[src/design/clkgen_pkg.sv]
// Package for the clock divider and main PLL control block.
// Holds register offsets, field positions, reset values and the
// structs that carry the clock ticks and the PLL control pins.
package clkgen_pkg;

    // Register offsets on the plain register port (byte addresses).
    localparam logic [7:0] OFF_DIV0 = 8'h14;
    localparam logic [7:0] OFF_DIV1 = 8'h18;
    localparam logic [7:0] OFF_PLL = 8'h20;
    localparam logic [7:0] OFF_RATIO = 8'h24;

    // Reset values.
    localparam logic [31:0] RST_DIV0 = 32'h0000_0000;
    localparam logic [31:0] RST_DIV1 = 32'h0000_0000;
    localparam logic [31:0] RST_PLL = 32'h0001_4035;

    // Writable bits; reserved bits always read as zero.
    localparam logic [31:0] MASK_DIV0 = 32'h00FF_FFCF;
    localparam logic [31:0] MASK_DIV1 = 32'h00FF_0000;
    localparam logic [31:0] MASK_PLL = 32'h0007_FFFF;

    // Field positions of clock_divider_numbers_0.
    localparam int USB_DIV_LSB = 20;
    localparam int UART_DIV_LSB = 16;
    localparam int AUDIO_DIV_LSB = 8;
    localparam int APB_DIV_LSB = 6;
    localparam int HCLK_DIV_LSB = 0;
    // Field position of clock_divider_numbers_1.
    localparam int ADC_DIV_LSB = 16;
    // Field positions of main_pll_control.
    localparam int PLL_GATE_BIT = 18;
    localparam int PLL_BYPASS_BIT = 17;
    localparam int PLL_PDOWN_BIT = 16;
    localparam int PLL_POST_LSB = 14;
    localparam int PLL_REF_LSB = 9;
    localparam int PLL_FB_LSB = 0;
    // Field positions of the read-only ratio status word.
    localparam int RATIO_IN_LSB = 0;
    localparam int RATIO_FB_LSB = 8;
    localparam int RATIO_OUT_LSB = 20;

    // Fixed halving ahead of the system bus divider.
    localparam logic [1:0] HCLK_PRESCALE = 2'h2;
    // Ratio arithmetic: twice the sum of the field value and two.
    localparam int RATIO_OFFSET = 2;
    localparam int RATIO_SCALE = 2;

    // One-cycle ticks marking the edges of each source clock.
    typedef struct packed {
        logic usb;
        logic uart;
        logic audio;
        logic cpu;
        logic hclk;
        logic adc;
    } clock_ticks_t;

    // Pins of the PLL macro that the control register drives.
    typedef struct packed {
        logic out_gate;
        logic bypass;
        logic power_down;
        logic [1:0] post_div;
        logic [4:0] ref_div;
        logic [8:0] fb_div;
    } pll_pins_t;

endpackage

[src/design/tick_divider.sv]
// Divides a stream of source ticks by (divisor + 1) times a prescale.
// Assumes src_tick is a one-cycle pulse synchronous to clock.
`timescale 1ns/1ps
module tick_divider (
    input wire logic clock,
    input wire logic rst_n,
    input wire logic src_tick,
    input wire logic [7:0] divisor,
    input wire logic [1:0] prescale,
    output logic out_tick
);
    logic [9:0] count;
    logic [9:0] limit;

    // Last count of an output period, one less than its ticks; a divisor of zero with a prescale of one passes every tick.
    assign limit = 10'((divisor + 9'h001) * prescale) - 10'h001;

    // The >= compare lets a shrunken divisor take effect at once
    // instead of waiting for the counter to wrap.
    always_ff @(posedge clock) begin
        if (!rst_n) begin
            count <= 10'h000;
            out_tick <= 1'b0;
        end else if (src_tick) begin
            if (count >= limit) begin
                count <= 10'h000;
                out_tick <= 1'b1;
            end else begin
                count <= count + 10'h001;
                out_tick <= 1'b0;
            end
        end else begin
            out_tick <= 1'b0;
        end
    end
endmodule

[src/design/pll_ratio_decode.sv]
// Decodes the PLL divider fields into the effective divide ratios.
// Pure combinational; the caller registers the results if needed.
`timescale 1ns/1ps
module pll_ratio_decode (
    input wire logic [4:0] ref_div,
    input wire logic [8:0] fb_div,
    input wire logic [1:0] post_div,
    output logic [6:0] in_ratio,
    output logic [10:0] fb_ratio,
    output logic [2:0] out_ratio
);
    // Twice the sum of the field value and two, shared by both dividers.
    function automatic logic [10:0] twice_plus_two(input logic [8:0] v);
        twice_plus_two = 11'((11'(v) + 11'(clkgen_pkg::RATIO_OFFSET))
            * 11'(clkgen_pkg::RATIO_SCALE));
    endfunction

    assign in_ratio = 7'(twice_plus_two({4'h0, ref_div}));
    assign fb_ratio = twice_plus_two(fb_div);

    // Codes 01 and 10 both halve the output.
    always_comb begin
        unique case (post_div)
            2'h0: out_ratio = 3'h1;
            2'h1: out_ratio = 3'h2;
            2'h2: out_ratio = 3'h2;
            2'h3: out_ratio = 3'h4;
        endcase
    end
endmodule

[src/design/clock_divider_pll_control.sv]
// Clock divider and main PLL control block: two divider registers,
// the PLL control register and a read-only ratio status word.
// Assumes source clock edges arrive as one-cycle ticks synchronous to
// clock, and that the PLL macro sits outside with its raw output fed in.
`timescale 1ns/1ps
module clock_divider_pll_control (
    input wire logic clock,
    input wire logic rst_n,
    input wire logic [7:0] reg_addr,
    input wire logic [31:0] reg_wdata,
    input wire logic reg_write,
    input wire logic reg_read,
    output logic [31:0] reg_rdata,
    input wire clkgen_pkg::clock_ticks_t src_ticks,
    output clkgen_pkg::clock_ticks_t div_ticks,
    input wire logic xtal_clk,
    input wire logic pll_raw_clk,
    output logic pll_ref_clk,
    output logic pll_clk_out,
    output clkgen_pkg::pll_pins_t pll_pins
);
    // Register storage.
    logic [31:0] clock_divider_numbers_0;
    logic [31:0] clock_divider_numbers_1;
    logic [31:0] main_pll_control;
    logic [31:0] next_rdata;

    // Divider fields, the narrower ones widened to the divider's eight bits.
    logic [7:0] usb_divisor;
    logic [7:0] uart_divisor;
    logic [7:0] audio_divisor;
    logic [7:0] peripheral_bus_divisor;
    logic [7:0] system_bus_divisor;
    logic [7:0] adc_divisor;

    // Decoded PLL ratios for the status word.
    logic [6:0] in_ratio;
    logic [10:0] fb_ratio;
    logic [2:0] out_ratio;
    logic [31:0] ratio_status;

    // Address decode, shared by the write and read paths.
    function automatic logic hit(input logic [7:0] a, input logic [7:0] off);
        hit = (a == off);
    endfunction

    // Clock divider number register 0, software writable.
    // Reserved bits are masked so they always read back as zero.
    always_ff @(posedge clock) begin
        if (!rst_n) begin
            clock_divider_numbers_0 <= clkgen_pkg::RST_DIV0;
        end else if (reg_write && hit(reg_addr, clkgen_pkg::OFF_DIV0)) begin
            clock_divider_numbers_0 <= reg_wdata & clkgen_pkg::MASK_DIV0;
        end
    end

    // Clock divider number register 1, holding only the ADC field.
    always_ff @(posedge clock) begin
        if (!rst_n) begin
            clock_divider_numbers_1 <= clkgen_pkg::RST_DIV1;
        end else if (reg_write && hit(reg_addr, clkgen_pkg::OFF_DIV1)) begin
            clock_divider_numbers_1 <= reg_wdata & clkgen_pkg::MASK_DIV1;
        end
    end

    // Main PLL control register.
    // Its reset value sets the power-down bit (bit 16), so the PLL comes
    // up powered down until software clears that bit.
    always_ff @(posedge clock) begin
        if (!rst_n) begin
            main_pll_control <= clkgen_pkg::RST_PLL;
        end else if (reg_write && hit(reg_addr, clkgen_pkg::OFF_PLL)) begin
            main_pll_control <= reg_wdata & clkgen_pkg::MASK_PLL;
        end
    end

    // Field extraction from clock_divider_numbers_0 and _1.
    assign usb_divisor =
        {4'h0, clock_divider_numbers_0[clkgen_pkg::USB_DIV_LSB +: 4]};
    assign uart_divisor =
        {4'h0, clock_divider_numbers_0[clkgen_pkg::UART_DIV_LSB +: 4]};
    assign audio_divisor =
        clock_divider_numbers_0[clkgen_pkg::AUDIO_DIV_LSB +: 8];
    assign peripheral_bus_divisor =
        {6'h00, clock_divider_numbers_0[clkgen_pkg::APB_DIV_LSB +: 2]};
    assign system_bus_divisor =
        {4'h0, clock_divider_numbers_0[clkgen_pkg::HCLK_DIV_LSB +: 4]};
    assign adc_divisor =
        clock_divider_numbers_1[clkgen_pkg::ADC_DIV_LSB +: 8];

    // USB clock from its selected source.
    tick_divider usb_div (
        .clock(clock),
        .rst_n(rst_n),
        .src_tick(src_ticks.usb),
        .divisor(usb_divisor),
        .prescale(2'h1),
        .out_tick(div_ticks.usb)
    );

    // UART clock from its selected source.
    tick_divider uart_div (
        .clock(clock),
        .rst_n(rst_n),
        .src_tick(src_ticks.uart),
        .divisor(uart_divisor),
        .prescale(2'h1),
        .out_tick(div_ticks.uart)
    );

    // Audio-process clock from its selected source.
    tick_divider audio_div (
        .clock(clock),
        .rst_n(rst_n),
        .src_tick(src_ticks.audio),
        .divisor(audio_divisor),
        .prescale(2'h1),
        .out_tick(div_ticks.audio)
    );

    // Peripheral bus clock always follows the CPU clock, never a
    // selectable source, so bus timing stays tied to the processor.
    tick_divider apb_div (
        .clock(clock),
        .rst_n(rst_n),
        .src_tick(src_ticks.cpu),
        .divisor(peripheral_bus_divisor),
        .prescale(2'h1),
        .out_tick(div_ticks.cpu)
    );

    // System bus clock carries a fixed halving ahead of its divider.
    // Even with a zero field it never runs at the full source rate.
    tick_divider hclk_div (
        .clock(clock),
        .rst_n(rst_n),
        .src_tick(src_ticks.hclk),
        .divisor(system_bus_divisor),
        .prescale(clkgen_pkg::HCLK_PRESCALE),
        .out_tick(div_ticks.hclk)
    );

    // ADC engine clock from its selected source.
    tick_divider adc_div (
        .clock(clock),
        .rst_n(rst_n),
        .src_tick(src_ticks.adc),
        .divisor(adc_divisor),
        .prescale(2'h1),
        .out_tick(div_ticks.adc)
    );

    // PLL control pins come straight from register bits, so a write
    // reaches the macro one cycle after the strobe.
    assign pll_pins.out_gate = main_pll_control[clkgen_pkg::PLL_GATE_BIT];
    assign pll_pins.bypass = main_pll_control[clkgen_pkg::PLL_BYPASS_BIT];
    assign pll_pins.power_down =
        main_pll_control[clkgen_pkg::PLL_PDOWN_BIT];
    assign pll_pins.post_div =
        main_pll_control[clkgen_pkg::PLL_POST_LSB +: 2];
    assign pll_pins.ref_div =
        main_pll_control[clkgen_pkg::PLL_REF_LSB +: 5];
    assign pll_pins.fb_div =
        main_pll_control[clkgen_pkg::PLL_FB_LSB +: 9];

    // The reference is a clock, so it is wired through without any
    // flip-flop; sampling it on clock would alias it.
    assign pll_ref_clk = xtal_clk;

    // Output selection: the gate wins over bypass, so a gated PLL
    // stays low even while bypassed. This path is glitch-prone when
    // the bits change; software should gate before switching bypass.
    always_comb begin
        if (pll_pins.out_gate) begin
            pll_clk_out = 1'b0;
        end else if (pll_pins.bypass) begin
            pll_clk_out = xtal_clk;
        end else begin
            pll_clk_out = pll_raw_clk;
        end
    end

    // Effective ratios, shown to software for bring-up checks.
    pll_ratio_decode ratio_dec (
        .ref_div(pll_pins.ref_div),
        .fb_div(pll_pins.fb_div),
        .post_div(pll_pins.post_div),
        .in_ratio(in_ratio),
        .fb_ratio(fb_ratio),
        .out_ratio(out_ratio)
    );

    // Packs the ratios into the read-only status word.
    always_comb begin
        ratio_status = 32'h0000_0000;
        ratio_status[clkgen_pkg::RATIO_IN_LSB +: 7] = in_ratio;
        ratio_status[clkgen_pkg::RATIO_FB_LSB +: 11] = fb_ratio;
        ratio_status[clkgen_pkg::RATIO_OUT_LSB +: 3] = out_ratio;
    end

    // Read multiplexer; unmapped offsets answer with zero.
    always_comb begin
        next_rdata = 32'h0000_0000;
        if (hit(reg_addr, clkgen_pkg::OFF_DIV0)) begin
            next_rdata = clock_divider_numbers_0;
        end else if (hit(reg_addr, clkgen_pkg::OFF_DIV1)) begin
            next_rdata = clock_divider_numbers_1;
        end else if (hit(reg_addr, clkgen_pkg::OFF_PLL)) begin
            next_rdata = main_pll_control;
        end else if (hit(reg_addr, clkgen_pkg::OFF_RATIO)) begin
            next_rdata = ratio_status;
        end
    end

    // Read data stand for exactly the cycle after the strobe and are
    // zero otherwise, which keeps a shared read bus easy to OR.
    always_ff @(posedge clock) begin
        if (!rst_n) begin
            reg_rdata <= 32'h0000_0000;
        end else if (reg_read) begin
            reg_rdata <= next_rdata;
        end else begin
            reg_rdata <= 32'h0000_0000;
        end
    end
endmodule

[config.mk]
export PLATFORM = sky130hd
export DESIGN_NAME = clock_divider_pll_control
export DESIGN_NICKNAME = d
export VERILOG_FILES = /design/src/design/clkgen_pkg.sv /design/src/design/tick_divider.sv /design/src/design/pll_ratio_decode.sv /design/src/design/clock_divider_pll_control.sv
export SDC_FILE = /design/constraint.sdc
export NUM_CORES = 1
export LEC_CHECK = 0
export BUFFER_PORTS_ARGS = -buffer_cell sky130_fd_sc_hd__buf_2
export CAP_MARGIN = 20
export CORE_AREA = 2 2 130 132
export CTS_BUF_LIST = sky130_fd_sc_hd__clkbuf_8 sky130_fd_sc_hd__clkbuf_16
export CTS_CLUSTER_DIAMETER = 120
export DETAILED_ROUTE_END_ITERATION = 10
export DIE_AREA = 0 0 132 134
export HOLD_SLACK_MARGIN = 0.1
export PLACE_DENSITY = 0.7
export SLEW_MARGIN = 20
export SYNTH_ARGS = -nofsm -noshare
export SYNTH_HDL_FRONTEND = slang
export SYNTH_SLANG_ARGS = --single-unit
[constraint.sdc]
create_clock -name clock -period 3.2 [get_ports clock]
set_clock_uncertainty 0.05 [all_clocks]
set_input_delay 0.32 -clock clock [delete_from_list [all_inputs] [get_ports clock]]
set_output_delay 0.32 -clock clock [all_outputs]
set_load 0.05 [all_outputs]
* Yosys cells after proc, flatten, opt, wreduce, memory -nomap -nowiden
Cells that the tools add are included.
** Storage, ports and cells
- Latch bits :: 0
- Memory bits (writable) :: 0
- Input port bits :: 52
- Output and inout bits :: 59
- Bits in read-only memories :: 0
- Flip-flop bits (word level) :: 147
- Memories :: 0
** Cells by class
- $mul :: 0
- Equal/unequal tests :: 7
- Order comparisons :: 6
- Shift-type cells :: 0
- $add $sub $neg :: 20
- Bitwise gates (word level) :: 1
- Reduce and logical (&&, ||, !) cells :: 14
- Divide/modulo/power cells :: 0
- Multiplexer cells :: 19
** Operators by type and width (number)
- $add A10 B1 Y10 const B :: 6
- $ge A10 B10 Y1 :: 6
- $mux W10 :: 6
- $sub A10 B1 Y10 const B :: 6
- $mux W24 :: 2
- $mux W23 :: 2
- $add A8 B1 Y9 const B :: 2
- $eq A8 B5 Y1 const B :: 2
- $eq A8 B6 Y1 const B :: 2
- $add A4 B1 Y5 const B :: 3
- $reduce_and A2 Y1 :: 7
- $add A9 B2 Y10 const B :: 1
- $pmux W3 S3 :: 1
- $mux W1 :: 8
- $add A5 B2 Y6 const B :: 1
- $eq A2 B2 Y1 const B :: 2
- $reduce_or A4 Y1 :: 1
- $add A2 B1 Y3 const B :: 1
- $logic_and A1 B1 Y1 :: 3
- $reduce_or A3 Y1 :: 1
- $eq A2 B1 Y1 const B :: 1
- $logic_not A2 Y1 :: 1
- $reduce_or A2 Y1 :: 1
- $not A1 Y1 :: 1

* Logic depth before layout (Yosys ltp)
Gate-level depths: netlist of run 1.
- Depth in word-level cells :: 7
- Mapped depth :: 12

* Modules after synthesis
Synthesis of run 1 repeated with hierarchy kept, for this count alone.
** Second synthesis, totals
- Cells, all modules :: 1476
- Area, all modules :: 11930.2 sq um
** Modules (own cells, without submodules)
- tick_divider :: instances 6, cells each 181, sequential area each 220.2 sq um, area an instance 1425.1 sq um
- clock_divider_pll_control :: instances 1, cells each 357, sequential area each 1461.4 sq um, area an instance 3146.8 sq um
- pll_ratio_decode :: instances 1, cells each 33, sequential area each 0.0 sq um, area an instance 232.7 sq um

* Least setup slack after synthesis of run 1
Ideal clock, no wire load.
- Path type :: reg-to-reg
- From :: register clock_divider_numbers_1[16]
- To :: register adc_div.count[2]
- Slack :: 0.401 ns
- Stages on the path, launching flop included :: 12
- Period minus slack after synthesis :: 2.799 ns
- Arrival time :: 2.684 ns
- Path buffers :: 0
- Path through :: dfxtp_1 > ha_1 > xor2_1 > nor3b_4 > or4b_1 > o21ai_1 > xnor2_1 > ha_1 > a2111oi_0 > o21ai_0 > a31o_2 > nor2_1
** Between the ends
- Longest elaborated chain between the ends :: 4
** RTL lines
- from (decl) :: RTL line clock_divider_pll_control.sv:24 : logic [31:0] clock_divider_numbers_1;
- from (signal assigned) :: RTL line clock_divider_pll_control.sv:60 : clock_divider_numbers_1 <= clkgen_pkg::RST_DIV1;
- from (signal assigned) :: RTL line clock_divider_pll_control.sv:62 : clock_divider_numbers_1 <= reg_wdata & clkgen_pkg::MASK_DIV1;
- $add A8 B1 Y9 :: RTL line tick_divider.sv:16 : assign limit = 10'((divisor + 9'h001) * prescale) - 10'h001;
- $sub A10 B1 Y10 :: RTL line tick_divider.sv:16
- $ge A10 B10 Y1 :: RTL line tick_divider.sv:25 : if (count >= limit) begin
- $mux W10 :: RTL line tick_divider.sv:25
- to (signal assigned) :: RTL line tick_divider.sv:29 : count <= count + 10'h001;
- to (decl) :: RTL line tick_divider.sv:12 : logic [9:0] count;
No other way between the ends.
A chain may end at the register's enable or synchronous reset.

* Worst setup path after layout of run 1
- From :: register clock_divider_numbers_1[16]
- To :: register adc_div.count[8]
Same word-level chain as after synthesis.

==> out/qor.yml, run 1 <==
finish:
  final_cells: 1288
  antenna_cells: 0
  synthToLayoutAreaGrowth_pct: 16.6
  fin_area_sq_mm: 0.00927
  fill_cells: 1524
  multi_input_area_sq_mm: 0.00479
  num-nets-final: 1176
  seqCellArea_sq_mm: 0.00279
  drive_gt1_share_pct: 15.1
sta:
  fin_crit_ns: 2.93
  rsz0062_at_grt: "false"
  timing.fmax_mhz: 341
  finalCritPeriodShare_pct: 91.5
  tightest_slew_ns: 0.797
  slew_headroom_pct: 46.9
  setup_tns_ns: 0
  finalHoldViolations: 0
  slew_violations: 0
  layout_setup_ws_ns: 0.272
  setup_viol: 0
yosys:
  yosysWarnings: 0
  synth_area_sq_mm: 0.00795
  ys_seq_area_share_pct: 35.0
  synthTopCellsByCount: "147 x nand2_1, 139 x dfxtp_1, 85 x nor2_1, 72 x a21oi_1, 69 x ha_1"
  async_reset_ff_share_pct: 0
  synth_top_cell_area_share_pct: 35.0
  synth_largest_area_cell: "dfxtp_1"
  ys_ff_latch: 139
  synth_cell_types: 68
  syn-instance-count: 961
  synth.area.top_cells: "dfxtp_1 35%, ha_1 11%, nand2_1 6.9%"
  synth.most_common_cell: "nand2_1"
  synth_edf_count: 0
  ys.flop_type: "dfxtp_1"
  syn_area_per_cell_sq_um: 8.27
drt:
  dr.pass1.iters: 5
  wl_per_cell_um: 14.8
  drc: 0
  wl_um: 19100
  drtAntennaViolNets: 0
  via_per_inst: 5.49
  drt_iter0_drc: 448
  route.vias.total: 7070
global_route:
  use_met2_pct: 33.9
  gr-total-overflow: 0
  use_met3_pct: 4.69
  busiest_layer: "met2"
  grt_pass1_vias: 6468
  antenna_found_initial: 0
  grt_max_degree: 43
  grt_pass1_wl_um: 31500
  grt_usage_pct: 21.7
  use_met1_pct: 30.0
pwr:
  peakVddDrop_v: 0.000368
  power.leakage_nw: 3.84
  p_per_area_mw_per_mm2: 427
floorplan:
  core.rowCount: 47
  coreArea_sq_mm: 0.0163
  die_area_sq_mm: 0.0177
  num_io_pins: 111
  start_util_pct: 48.8
  die_w_um: 132
  fp.dieH_um: 134
worst_hold_path:
  hold_class: "input pin to register"
setup_path:
  path_cells: "ha_1 -> xor2_1 -> nor3b_4 -> or4b_1 -> o21ai_1 -> xnor2_1 -> ha_1 -> a2111oi_1 -> o21ai_0 -> a31o_2 -> nor2_1"
  critPathCaptureType: "register"
  cp_common_cell: "ha_1"
  startpoint_type: "register"
  crit_type: "register to register"
  cpPeakStageDelay_ns: 0.45
  critical-path-slowest-cell: "or4b_1"
  crit_buf_inv: 0
  crit_fanout: 8
  critical_path_required_ns: 3.51
  cp_top_family: "compound AO/OA/AOI/OAI gates"
  critPathArrivalTime_ns: 3.23
clock_network:
  cts_tree: "yes"
  clockRootBuffer: "clkbuf_16"
  clk_path_buf_depth: 2
  path_clk_slew_ns: 0.07
  cts_sinks: 139
  insertion_delay_ns: 0.43
  htreeDepth: 4
  cts_buffers: 17
place:
  dp.cells: 1241
  pre_cts_ws_ns: 0.165
  io_buffers: 94
  placed_cell_area_sq_mm: 0.00852
  gp_congestion: 0.853
  dp_hpwl_um: 13700
outcome:
  status: "finished, final reports clean"
run:
  maxCapViolations: 0
## final cells by class
class / count / share of cell area, %
inverter: 33 / 1.34
timing repair buffer: 121 / 7.61
multi-input combinational: 743 / 51.6
clock buffer: 17 / 4.59
tap: 220 / 2.97
clock inverter: 15 / 1.80
sequential: 139 / 30.0
## power by group
| group | internal, mW | leakage, nW | total [mW] | switching, mW |
|---|---|---|---|---|
| sequential | 1.74 | 1.12 | 1.75 | 0.00708 |
| combinational | 0.0714 | 2.43 | 0.217 | 0.146 |
| clock | 1.12 | 0.291 | 1.99 | 0.876 |
## state kept, by name, indices dropped and copies added (netlist names), 8 cells and up
| name | cells |
|---|---|
| adc_div.count | 10 |
| uart_div.count | 10 |
| usb_div.count | 10 |
| clock_divider_numbers_0 | 22 |
| audio_div.count | 10 |
| apb_div.count | 10 |
| hclk_div.count | 10 |
| clock_divider_numbers_1 | 8 |
| reg_rdata | 24 |
| main_pll_control | 19 |
## worst min-delay path, stage by stage
cell and delay (ns):
buf_2 0.12, nand2_1 0.05, a21oi_1 0.05
## timing repair
item | in CTS | in global routing
setup buffers | 0 | 2
gates resized for setup | 0 | 5
setup endpoints to repair | 0 | 23
endpoints found under the hold margin | 18 | 0
hold buffers | 13 | 0
## through the flow
step           power [mW]  hold WS (ns)  util (%)
2_1_floorplan        1.93         0.394         -
3_3_place_gp         1.99         0.421      52.3
3_5_place_dp         1.99         0.426      52.3
4_1_cts              3.98         0.102      56.7
5_1_grt              4.08         0.119      56.9
6_report             3.95         0.111      56.9
## worst paths after layout
kind | startpoint | to | slack [ns] | depth (start not counted)
worst max register to register | clock_divider_numbers_1[16] | adc_div.count[8] | 0.27 | 11
worst min register to register | clock_divider_numbers_0[7] | clock_divider_numbers_0[7] | 0.44 | 2
worst min-delay path | reg_wdata[15] | main_pll_control[15] | 0.11 | 3
worst max-delay path | clock_divider_numbers_1[16] | adc_div.count[8] | 0.27 | 11
## per-layer routing
metal,part of all wire (%),up-vias
li1,-,3563
met3,5.6,21
met4,1.9,0
met1,48,3304
met5,0,-
met2,44,182
## cell usage in the layout, fill, tap and decap left out, types with 4 or more instances in the layout
master	count
nand3_1	42
a22oi_1	5
nor2b_1	9
nand2_1	147
nor3_1	8
inv_6	5
o211ai_1	9
a21o_1	7
o22ai_1	5
nand2b_1	13
dfxtp_1	137
nor2_1	85
mux2i_1	19
nor3b_1	4
ha_1	69
buf_2	94
and3_1	24
conb_1	8
a21oi_1	72
a211oi_1	18
xor2_1	42
nand4_1	23
xnor2_1	27
inv_1	32
nand3b_1	4
dlygate4sd3_1	13
clkbuf_16	17
o21ai_0	33
inv_8	6
buf_4	14
## logic make-up (layout without fill, tap and decap cells)
| group | Yosys count | in the layout | synth area share, % |
|---|---|---|---|
| AO/OA/AOI/OAI | 192 | 192 | 15.6 |
| flip-flops | 139 | 139 | 35.0 |
| buffers and inverters | 86 | 186 | 5.24 |
| multiplexers | 19 | 19 | 2.39 |
| adder cells (fa/ha/maj) | 69 | 69 | 10.9 |
| other | 1 | 8 | 0.0472 |
| AND/OR/NAND/NOR | 386 | 386 | 23.3 |
| XOR/XNOR | 69 | 69 | 7.60 |
(Power assumes the default switching activity.)
==> inputs of run 2 (changes only) <==
- CORE_AREA: 2 2 130 132 -> 2 2 143 145
- DIE_AREA: 0 0 132 134 -> 0 0 145 147
- PLACE_DENSITY: 0.7 -> default
- PLACE_DENSITY_LB_ADDON: default -> 0.12
- SYNTH_HIERARCHICAL: default -> 1
==> out/qor.yml, run 2 <==
drt:
  via_per_inst: 5.46
  wl_per_cell_um: 14.8
  drtAntennaViolNets: 0
  drc: 0
  drt_iter0_drc: 523
  dr.pass1.iters: 6
  wl_um: 30200
  route.vias.total: 11100
yosys:
  yosysWarnings: 6
  ys_seq_area_share_pct: 23.3
  synth_area_sq_mm: 0.0119
  synth_largest_area_cell: "dfxtp_1"
  synth.area.top_cells: "dfxtp_1 23%, ha_1 18%, nand2_1 8.3%"
  synth_cell_types: 52
  syn_area_per_cell_sq_um: 8.08
  synth_top_cell_area_share_pct: 23.3
  async_reset_ff_share_pct: 0
  ys.flop_type: "dfxtp_1"
  synth_edf_count: 0
  ys_ff_latch: 139
  syn-instance-count: 1476
  synthTopCellsByCount: "263 x nand2_1, 172 x ha_1, 139 x dfxtp_1, 130 x inv_1, 82 x xor2_1"
  synth.most_common_cell: "nand2_1"
finish:
  top_regs: "reg_rdata: 24 flops, clock_divider_numbers_0: 22 flops, main_pll_control: 19 flops"
  final_cells: 2038
  drive_gt1_share_pct: 26.7
  mostFrequentLayoutCells: "251 x nand2_1, 147 x ha_1, 136 x buf_4"
  finalCoreUtilization_pct: 77.2
  fill_cells: 1429
  top_register: "reg_rdata"
  largest_reg_flops: 24
  layout_commonest_cell: "nand2_1"
  num-nets-final: 1985
  antenna_cells: 0
  synthToLayoutAreaGrowth_pct: 28.3
clock_network:
  cts_sinks: 139
  cts_buffers: 17
  path_clk_slew_ns: 0.06
  cts_tree: "yes"
  htreeDepth: 4
  clk_path_buf_depth: 2
  clockRootBuffer: "clkbuf_16"
  insertion_delay_ns: 0.42
setup_path:
  startpoint_type: "register"
  rrSetupSlack_ns: -0.59
  critPathCaptureType: "register"
  critPathArrivalTime_ns: 4.10
  critical_path_required_ns: 3.51
  crit_type: "register to register"
  crit_fanout: 5
sta:
  rsz0062_at_grt: "true"
  timing.fmax_mhz: 264
  tightest_slew_ns: 0.803
  finalCritPeriodShare_pct: 118
  slew_headroom_pct: 46.5
  finalHoldViolations: 0
  layout_setup_ws_ns: -0.589
  slew_violations: 0
  setup_viol: 66
  fin_crit_ns: 3.79
global_route:
  grt_max_degree: 53
  grt_usage_pct: 27.2
  gr-total-overflow: 0
  grt_pass1_wl_um: 48600
  grt_pass1_vias: 10600
  antenna_found_initial: 0
floorplan:
  die_w_um: 145
  fp.dieH_um: 147
  start_util_pct: 60.1
  coreArea_sq_mm: 0.0198
  die_area_sq_mm: 0.0213
  core.rowCount: 52
  num_io_pins: 111
place:
  dp.cells: 1963
  dp_hpwl_um: 21800
  gp_congestion: 0.845
  io_buffers: 94
run:
  maxCapViolations: 0
worst_hold_path:
  hold_class: "input pin to register"
outcome:
  violations: "negative setup slack"
  status: "finished, violations left"
pwr:
  peakVddDrop_v: 0.000351
  power.leakage_nw: 6.62
  p_per_area_mw_per_mm2: 306
[run 2: cell types whose count changed after synthesis, moves of 32 or more]
cell	delta
a21oi_1	-33
ha_1	+103
inv_1	+97
nand2_1	+116
nor3b_1	+32
xor2_1	+40
[run 2: cell type report]
type | instances | area, sq um | share of cell area, %
Timing Repair Buffer | 254 | 1760 | 11.5
Clock inverter | 14 | 124 | 0.809
Sequential cell | 139 | 2830 | 18.5
Clock buffer | 18 | 439 | 2.87
Inverter | 130 | 495 | 3.24
Multi-Input combinational cell | 1213 | 9330 | 60.9
Tap cell | 270 | 338 | 2.21
[run 2: repair_timing]
item / 4_1_cts / 5_1_grt
buffers inserted: 9 / 24
resized for setup: 57 / 91
endpoints found under the hold margin: 21 / 0
setup endpoints to repair: 66 / 66
hold buffers: 16 / 0
pin swaps: 75 / 64
[run 2: worst max-delay path, cell delays in order (launching register included)]
cell       delay (ns)
dfxtp_4          0.36
ha_4             0.26
nand2_1          0.05
ha_1             0.26
inv_1            0.04
ha_2             0.19
fa_2             0.37
a21o_1           0.21
a211oi_2         0.23
nor2_1           0.08
nor2_1           0.12
xor2_1           0.18
ha_1             0.28
a21oi_2          0.16
nor2_2           0.06
a2111oi_4        0.31
buf_4            0.21
buf_4            0.11
nand4_1          0.07
a21boi_1         0.12
[run 2: layer usage]
metal  GRT usage, %  vias up  part of all wire (%)
met2           49.2      299                    50
met5              0        -                     0
met1           33.2     5213                    43
met3           4.22       59                   4.8
met4           8.71        0                   2.9
li1               -     5549                     -
[run 2: stage by stage]
stage               total power, mW  instance area [sq um]  hold slack, ns  setup TNS [ns]  setup slack, ns
floorplan                      2.48                  12400           0.394          -13.84           -0.292
global placement               2.64                  13700           0.451          -26.54           -0.544
detailed placement             2.67                  13700           0.471          -29.66           -0.581
CTS                            4.61                  14700           0.102          -26.84           -0.552
global route                   4.90                  15300           0.116          -44.59           -0.807
finish                         4.69                  15300           0.120          -31.76           -0.589
[run 2: cells by family (layout without fill, tap and decap cells)]
| kind of cell | count (synthesis) | after routing | share of synthesized area, % |
|---|---|---|---|
| buffers and inverters | 190 | 416 | 7.25 |
| XOR/XNOR | 128 | 128 | 9.40 |
| multiplexers | 1 | 1 | 0.0839 |
| flip-flops | 139 | 139 | 23.3 |
| other | 3 | 69 | 0.0944 |
| adder cells (fa/ha/maj) | 178 | 178 | 19.0 |
| AND/OR/NAND/NOR | 600 | 600 | 25.1 |
| AO/OA/AOI/OAI | 237 | 237 | 15.7 |
[run 2: worst paths after layout]
check                                                 from                           to  depth (start not counted)
worst max register to register  clock_divider_numbers_0[9]           audio_div/count[1]                         19
worst min-delay path                         reg_wdata[10]  clock_divider_numbers_0[10]                          3
worst min register to register         main_pll_control[0]          main_pll_control[0]                          2
worst max-delay path            clock_divider_numbers_0[9]           audio_div/count[1]                         19
[run 2: where the power goes]
group	switching (mW)	internal (mW)
combinational	0.559	0.460
clock	0.814	1.09
sequential	0.0247	1.74
total	1.40	3.29
